<file path="config.mk">
export PLATFORM = sky130hd
export DESIGN_NAME = port_edge_interrupts
export DESIGN_NICKNAME = d
export VERILOG_FILES = /design/src/port_edge_pkg.sv /design/src/port_edge_interrupts.sv
export VERILOG_INCLUDE_DIRS = /design/src
export SDC_FILE = /design/constraint.sdc
export NUM_CORES = 1
export LEC_CHECK = 0
export ABC_AREA = 1
export BUFFER_PORTS_ARGS = -buffer_cell sky130_fd_sc_hd__buf_2
export CAP_MARGIN = 0
export CORE_MARGIN = 1
export CORE_UTILIZATION = 48
export CTS_BUF_LIST = sky130_fd_sc_hd__clkbuf_4 sky130_fd_sc_hd__clkbuf_8
export CTS_CLUSTER_DIAMETER = 30
export DETAILED_ROUTE_END_ITERATION = 8
export PLACE_DENSITY_LB_ADDON = 0.15
export SLEW_MARGIN = 5
export SYNTH_ARGS = -nofsm -noshare
export SYNTH_HDL_FRONTEND = slang
export SYNTH_SLANG_ARGS = --single-unit
export TNS_END_PERCENT = 20
</file>
<file path="constraint.sdc">
create_clock -name clk -period 1.7 [get_ports clk]
set_input_delay 0.255 -clock clk [delete_from_list [all_inputs] [get_ports clk]]
set_output_delay 0.255 -clock clk [all_outputs]
set_load 0.02 [all_outputs]
</file>
<file path="src/port_edge_regs.svh">
`ifndef PORT_EDGE_REGS_SVH
`define PORT_EDGE_REGS_SVH
`define PORT_WIDTH 8
`define LOW_GROUP_LSB 0
`define LOW_GROUP_MSB 3
`define MID_GROUP_LSB 4
`define MID_GROUP_MSB 6
`define SINGLE_PIN_BIT 7
`define PIN_RESET_VALUE 8'hff
`define OUT_RESET_VALUE 8'h00
`define OE_B_RESET_VALUE 8'hff
`endif

</file>
<file path="src/port_edge_pkg.sv">
package port_edge_pkg;
    typedef struct packed {
        logic [7:0] dir_out;
        logic [7:0] lcd_sel;
        logic [7:0] data_out;
        logic [7:0] seg_drive;
    } port_ctrl_t;
    typedef struct packed {
        logic low_group_falling_irq;
        logic mid_group_edge_irq;
        logic single_pin_selectable_irq;
    } irq_flags_t;
endpackage

</file>
<file path="src/port_edge_interrupts.sv">
`timescale 1ns/1ps
`include "port_edge_regs.svh"
module port_edge_interrupts (
    input wire logic clk,
    input wire logic rst_b,
    input wire port_edge_pkg::port_ctrl_t first_ctrl,
    input wire port_edge_pkg::port_ctrl_t second_ctrl,
    input wire logic [7:0] first_shared_port_pins_in,
    input wire logic [7:0] second_shared_port_pins_in,
    input wire logic [7:0] port7_pins_in,
    input wire logic single_pin_rising_sel,
    input wire port_edge_pkg::irq_flags_t irq_clear,
    output logic [7:0] first_shared_port_pins_out,
    output logic [7:0] first_shared_port_pins_oe_b,
    output logic [7:0] second_shared_port_pins_out,
    output logic [7:0] second_shared_port_pins_oe_b,
    output logic [7:0] first_port_read,
    output logic [7:0] second_port_read,
    output logic [7:0] port7_read,
    output port_edge_pkg::irq_flags_t irq_flags
);
    import port_edge_pkg::*;

    logic [7:0] first_sync;
    logic [7:0] second_sync;
    logic [7:0] p7_sync;
    logic [7:0] p7_prev_r;
    logic low_hit;
    logic mid_hit;
    logic single_hit;
    logic low_flag;
    logic mid_flag;
    logic single_flag;

    // Segment select wins over port direction on every pin
    shared_pin_drive #(
        .WIDTH(`PORT_WIDTH)
    ) first_drive_i (
        .clk(clk),
        .rst_b(rst_b),
        .dir_out(first_ctrl.dir_out),
        .lcd_sel(first_ctrl.lcd_sel),
        .data_out(first_ctrl.data_out),
        .seg_drive(first_ctrl.seg_drive),
        .pins_out_r(first_shared_port_pins_out),
        .pins_oe_b_r(first_shared_port_pins_oe_b)
    );

    shared_pin_drive #(
        .WIDTH(`PORT_WIDTH)
    ) second_drive_i (
        .clk(clk),
        .rst_b(rst_b),
        .dir_out(second_ctrl.dir_out),
        .lcd_sel(second_ctrl.lcd_sel),
        .data_out(second_ctrl.data_out),
        .seg_drive(second_ctrl.seg_drive),
        .pins_out_r(second_shared_port_pins_out),
        .pins_oe_b_r(second_shared_port_pins_oe_b)
    );

    // Pins are asynchronous; they idle high through pull-ups
    pin_sync2 #(
        .WIDTH(`PORT_WIDTH),
        .RESET_VALUE(`PIN_RESET_VALUE)
    ) first_sync_i (
        .clk(clk),
        .rst_b(rst_b),
        .pins_async(first_shared_port_pins_in),
        .sync_r(first_sync)
    );

    pin_sync2 #(
        .WIDTH(`PORT_WIDTH),
        .RESET_VALUE(`PIN_RESET_VALUE)
    ) second_sync_i (
        .clk(clk),
        .rst_b(rst_b),
        .pins_async(second_shared_port_pins_in),
        .sync_r(second_sync)
    );

    pin_sync2 #(
        .WIDTH(`PORT_WIDTH),
        .RESET_VALUE(`PIN_RESET_VALUE)
    ) p7_sync_i (
        .clk(clk),
        .rst_b(rst_b),
        .pins_async(port7_pins_in),
        .sync_r(p7_sync)
    );

    // Reset to idle high so no false edge follows reset
    always_ff @(posedge clk or negedge rst_b) begin
        if (!rst_b) begin
            p7_prev_r <= `PIN_RESET_VALUE;
        end else begin
            p7_prev_r <= p7_sync;
        end
    end

    always_ff @(posedge clk or negedge rst_b) begin
        if (!rst_b) begin
            first_port_read <= `OUT_RESET_VALUE;
        end else begin
            first_port_read <= first_sync;
        end
    end

    always_ff @(posedge clk or negedge rst_b) begin
        if (!rst_b) begin
            second_port_read <= `OUT_RESET_VALUE;
        end else begin
            second_port_read <= second_sync;
        end
    end

    always_ff @(posedge clk or negedge rst_b) begin
        if (!rst_b) begin
            port7_read <= `PIN_RESET_VALUE;
        end else begin
            port7_read <= p7_sync;
        end
    end

    always_comb begin
        low_hit = |(p7_prev_r[`LOW_GROUP_MSB:`LOW_GROUP_LSB] & ~p7_sync[`LOW_GROUP_MSB:`LOW_GROUP_LSB]);
        mid_hit = |(p7_prev_r[`MID_GROUP_MSB:`MID_GROUP_LSB] ^ p7_sync[`MID_GROUP_MSB:`MID_GROUP_LSB]);
        if (single_pin_rising_sel) begin
            single_hit = ~p7_prev_r[`SINGLE_PIN_BIT] & p7_sync[`SINGLE_PIN_BIT];
        end else begin
            single_hit = p7_prev_r[`SINGLE_PIN_BIT] & ~p7_sync[`SINGLE_PIN_BIT];
        end
    end

    sticky_edge_flag low_flag_i (
        .clk(clk),
        .rst_b(rst_b),
        .hit(low_hit),
        .clear(irq_clear.low_group_falling_irq),
        .flag_r(low_flag)
    );

    sticky_edge_flag mid_flag_i (
        .clk(clk),
        .rst_b(rst_b),
        .hit(mid_hit),
        .clear(irq_clear.mid_group_edge_irq),
        .flag_r(mid_flag)
    );

    sticky_edge_flag single_flag_i (
        .clk(clk),
        .rst_b(rst_b),
        .hit(single_hit),
        .clear(irq_clear.single_pin_selectable_irq),
        .flag_r(single_flag)
    );

    assign irq_flags = {low_flag, mid_flag, single_flag};
endmodule

// One group of shared pins, registered so the pins never glitch
module shared_pin_drive #(
    parameter int WIDTH = `PORT_WIDTH
) (
    input wire logic clk,
    input wire logic rst_b,
    input wire logic [WIDTH-1:0] dir_out,
    input wire logic [WIDTH-1:0] lcd_sel,
    input wire logic [WIDTH-1:0] data_out,
    input wire logic [WIDTH-1:0] seg_drive,
    output logic [WIDTH-1:0] pins_out_r,
    output logic [WIDTH-1:0] pins_oe_b_r
);
    always_ff @(posedge clk or negedge rst_b) begin
        if (!rst_b) begin
            pins_out_r <= WIDTH'(`OUT_RESET_VALUE);
        end else begin
            for (int i = 0; i < WIDTH; i++) begin
                if (lcd_sel[i]) begin
                    pins_out_r[i] <= seg_drive[i];
                end else begin
                    pins_out_r[i] <= data_out[i];
                end
            end
        end
    end

    // A segment pin is always driven, whatever its direction bit
    always_ff @(posedge clk or negedge rst_b) begin
        if (!rst_b) begin
            pins_oe_b_r <= WIDTH'(`OE_B_RESET_VALUE);
        end else begin
            for (int i = 0; i < WIDTH; i++) begin
                if (lcd_sel[i]) begin
                    pins_oe_b_r[i] <= 1'b0;
                end else begin
                    pins_oe_b_r[i] <= ~dir_out[i];
                end
            end
        end
    end
endmodule

// Two flip-flops; only the second one is read outside
module pin_sync2 #(
    parameter int WIDTH = `PORT_WIDTH,
    parameter logic [WIDTH-1:0] RESET_VALUE = WIDTH'(`PIN_RESET_VALUE)
) (
    input wire logic clk,
    input wire logic rst_b,
    input wire logic [WIDTH-1:0] pins_async,
    output logic [WIDTH-1:0] sync_r
);
    logic [WIDTH-1:0] meta_r;

    always_ff @(posedge clk or negedge rst_b) begin
        if (!rst_b) begin
            meta_r <= RESET_VALUE;
            sync_r <= RESET_VALUE;
        end else begin
            meta_r <= pins_async;
            sync_r <= meta_r;
        end
    end
endmodule

// Set beats clear so an edge in the clear cycle is kept
module sticky_edge_flag (
    input wire logic clk,
    input wire logic rst_b,
    input wire logic hit,
    input wire logic clear,
    output logic flag_r
);
    always_ff @(posedge clk or negedge rst_b) begin
        if (!rst_b) begin
            flag_r <= 1'b0;
        end else if (hit) begin
            flag_r <= 1'b1;
        end else if (clear) begin
            flag_r <= 1'b0;
        end
    end
endmodule

</file>
==> results.sh <==
export IMPL_fin_crit_ns=1.31
export IMPL_start_util_pct=50.1
export IMPL_syn_cell_area_sq_um=3200
export IMPL_start_kind="register"
export IMPL_fin_ws_ns=0.387
export IMPL_clockRootBuffer="clkbuf_8"
export IMPL_power_frac_clock_pct=30.0
export IMPL_pre_cts_slack_ns=0.755
export IMPL_slew_viol_final=0
export IMPL_syn_nets=307
export IMPL_whs_endpoint="first_drive_i.pins_oe_b_r[0]$_DFF_PN1_"
export IMPL_yosysWarnings=0
export IMPL_r2r_cells=5
export IMPL_worst_setup_path_end_kind="output port"
export IMPL_p_int_mw=3.60
export IMPL_rows=29
export IMPL_wl_per_cell_um=12.2
export IMPL_post_dp_hpwl_mm=4.10
export IMPL_reg2reg_to="mid_flag_i.flag_r$_DFFE_PN0P_"
export IMPL_synthToLayoutAreaGrowth_pct=45.3
export IMPL_critPathBufInv=1
export IMPL_core_area_sq_um=6390
export IMPL_seq_area_frac_synth_pct=86.4
export IMPL_cts_buffers=9
export IMPL_syn_area_per_cell_sq_um=15.0
export IMPL_slew_headroom_pct=75.6
export IMPL_hold_path_class="input pin to register"
export IMPL_post_cts_resized=0
export IMPL_htree_levels=3
export IMPL_grt_pass1_wl_mm=10.0
export IMPL_syn_inst=213
export IMPL_cts_tree="built"
export IMPL_clk_pin_slew_ns=0.10
export IMPL_hold_ws_ns=0.0242
export IMPL_crit_required_ns=1.44
export IMPL_die_area_sq_um=7000
export IMPL_crit_fanout=3
export IMPL_startpoint="port7_read[7]$_DFF_PN1_"
export IMPL_critical_path_class="register to output port"
export IMPL_drive_gt1_share_pct=57.9
export IMPL_cts_setup_buffers=0
export IMPL_critPathSlowestCell="dfstp_2"
export IMPL_rsz0062_at_grt="no"
export IMPL_ff2ff_setup_slack_ns=0.75
export IMPL_wl_mm=6.07
export IMPL_finalWeightedCongestion=0.740
export IMPL_cpPeakStageDelay_ns=0.55
export IMPL_finalSetupViolations=0
export IMPL_ys_types=8
export IMPL_period_share_pct=77.3
export IMPL_hold_path_depth=2
export IMPL_drcViolationCount=0
export IMPL_max_cap_violations=0
export IMPL_grt_use_total_pct=18.7
export IMPL_drt_iter0_drc=76
export IMPL_ys_ff_latch=107
export IMPL_gr_total_overflow=0
export IMPL_die_w_um=83.7
export IMPL_clock_latency_ns=0.34
export IMPL_fp_dieH_um=83.7
export IMPL_dr_pass1_iters=4
export IMPL_io_pins=153
export IMPL_power_frac_seq_pct=59.3
export IMPL_cp_top_family="flip-flops"
export IMPL_path_cells="buf_2"
export IMPL_hp_start="first_ctrl[24]"
export IMPL_final_hold_viol_count=0
export IMPL_antenna_cells=0
export IMPL_power_switching_mw=1.11
export IMPL_comb_power_share_pct=10.7
export IMPL_swShare_pct=23.6
export IMPL_reg2reg_from="port7_read[4]$_DFF_PN1_"
export IMPL_max_freq_mhz=761
export IMPL_crit_arrival_ns=1.06
export IMPL_power_density_nw_per_um2=1010
export IMPL_power_leakage_nw=2.36
export IMPL_cts_sinks=107
export IMPL_numPortBuffers=152
export IMPL_grt_max_degree=53
export IMPL_postRouteAntennaNets=0
export IMPL_vias_per_cell=4.37
export IMPL_status="finished clean"
export IMPL_tightestPinTransition_ns=0.366
export IMPL_setup_tns_ns=0
export IMPL_grt_pass1_vias=2345
export IMPL_antenna_found_initial=0
export IMPL_finClkSkew_ns=0.00650
export IMPL_peakVddDrop_uv=632
export IMPL_cts_hold_fix_buffers=38
export IMPL_vias=2170
export IMPL_cts_path_max_buffers=2
export IMPL_final_nets=509
placed cells by master (no fill, tap or decap):
master,instances
buf_12,1
buf_2,151
nand2_1,34
o21ai_0,17
inv_6,2
dfrtp_1,35
buf_4,3
clkbuf_8,11
o211ai_1,1
dfstp_2,72
nor2_1,22
clkinvlp_4,1
dlygate4sd3_1,39
inv_1,29
clkinv_2,2
worst max-delay path by stage:
stage | endpoint | depth (start not counted)
global route | port7_read[7] | 1
finish | port7_read[7] | 1
floorplan | mid_flag_i.flag_r$_DFFE_PN0P_ | 5
global placement | port7_read[6] | 1
CTS | port7_read[7] | 1
detailed placement | port7_read[7] | 1
flip-flops by register name (all words and copies together) (netlist names):
signal and cells:
second_sync_i.meta_r 8, second_drive_i.pins_out_r 8, mid_flag_i.flag_r 1, low_flag_i.flag_r 1, first_port_read 8, first_sync_i.sync_r 8, first_drive_i.pins_oe_b_r 8, first_drive_i.pins_out_r 8
p7_sync_i.sync_r 8, port7_read 8, second_drive_i.pins_oe_b_r 8, second_port_read 8, second_sync_i.sync_r 8, p7_sync_i.meta_r 8, first_sync_i.meta_r 8, single_flag_i.flag_r 1
power by group through the flow:
| stage | Sequential (mW) | Clock, mW | Combinational, mW |
|---|---|---|---|
| after detailed placement | 2.84 | 0 | 0.438 |
| after floorplan | 2.94 | 0 | 0.0700 |
| after global routing | 2.81 | 1.57 | 0.553 |
| final | 2.79 | 1.41 | 0.504 |
| after global placement | 2.83 | 0 | 0.424 |
| after CTS | 2.80 | 1.47 | 0.506 |
cell type report:
class / instances / area (sq um)
repair buffers: 194 / 1190
clock buffers: 11 / 151
fillers: 442 / 1740
clock inverters: 5 / 35.0
multi-input cells: 74 / 303
well taps: 77 / 96.3
inverters: 29 / 109
flip-flops and latches: 107 / 2770
routing by layer:
layer	vias up	GRT usage, %	part of all wire (%)
li1	1040	-	-
met1	1043	20.3	36
met2	83	34.1	57
met3	4	4.95	6.0
met4	0	8.32	0.82
met5	-	0	0
synthesized netlist by cell type (all sizes together):
library cell / count / area [sq um]
dfstp: 72 / 1890
dfrtp: 35 / 876
nand2: 34 / 128
inv: 29 / 109
nor2: 22 / 82.6
o21ai: 17 / 85.1
buf: 3 / 22.5
o211ai: 1 / 7.51
stage by stage:
step | area (sq um) | instances | utilization, % | total power, mW
floorplan | 3200 | 213 | - | 3.01
global placement | 4070 | 442 | 63.8 | 3.25
detailed placement | 4070 | 442 | 63.8 | 3.28
CTS | 4640 | 496 | 72.7 | 4.77
global route | 4650 | 497 | 72.8 | 4.93
finish | 4650 | 497 | 72.8 | 4.71
logic make-up after synthesis:
family          synth area share (%)
simple gates                    6.57
compound gates                  2.89
flops                           86.4
buf+inv                         4.10
Power figures use the tool's default switching activity.
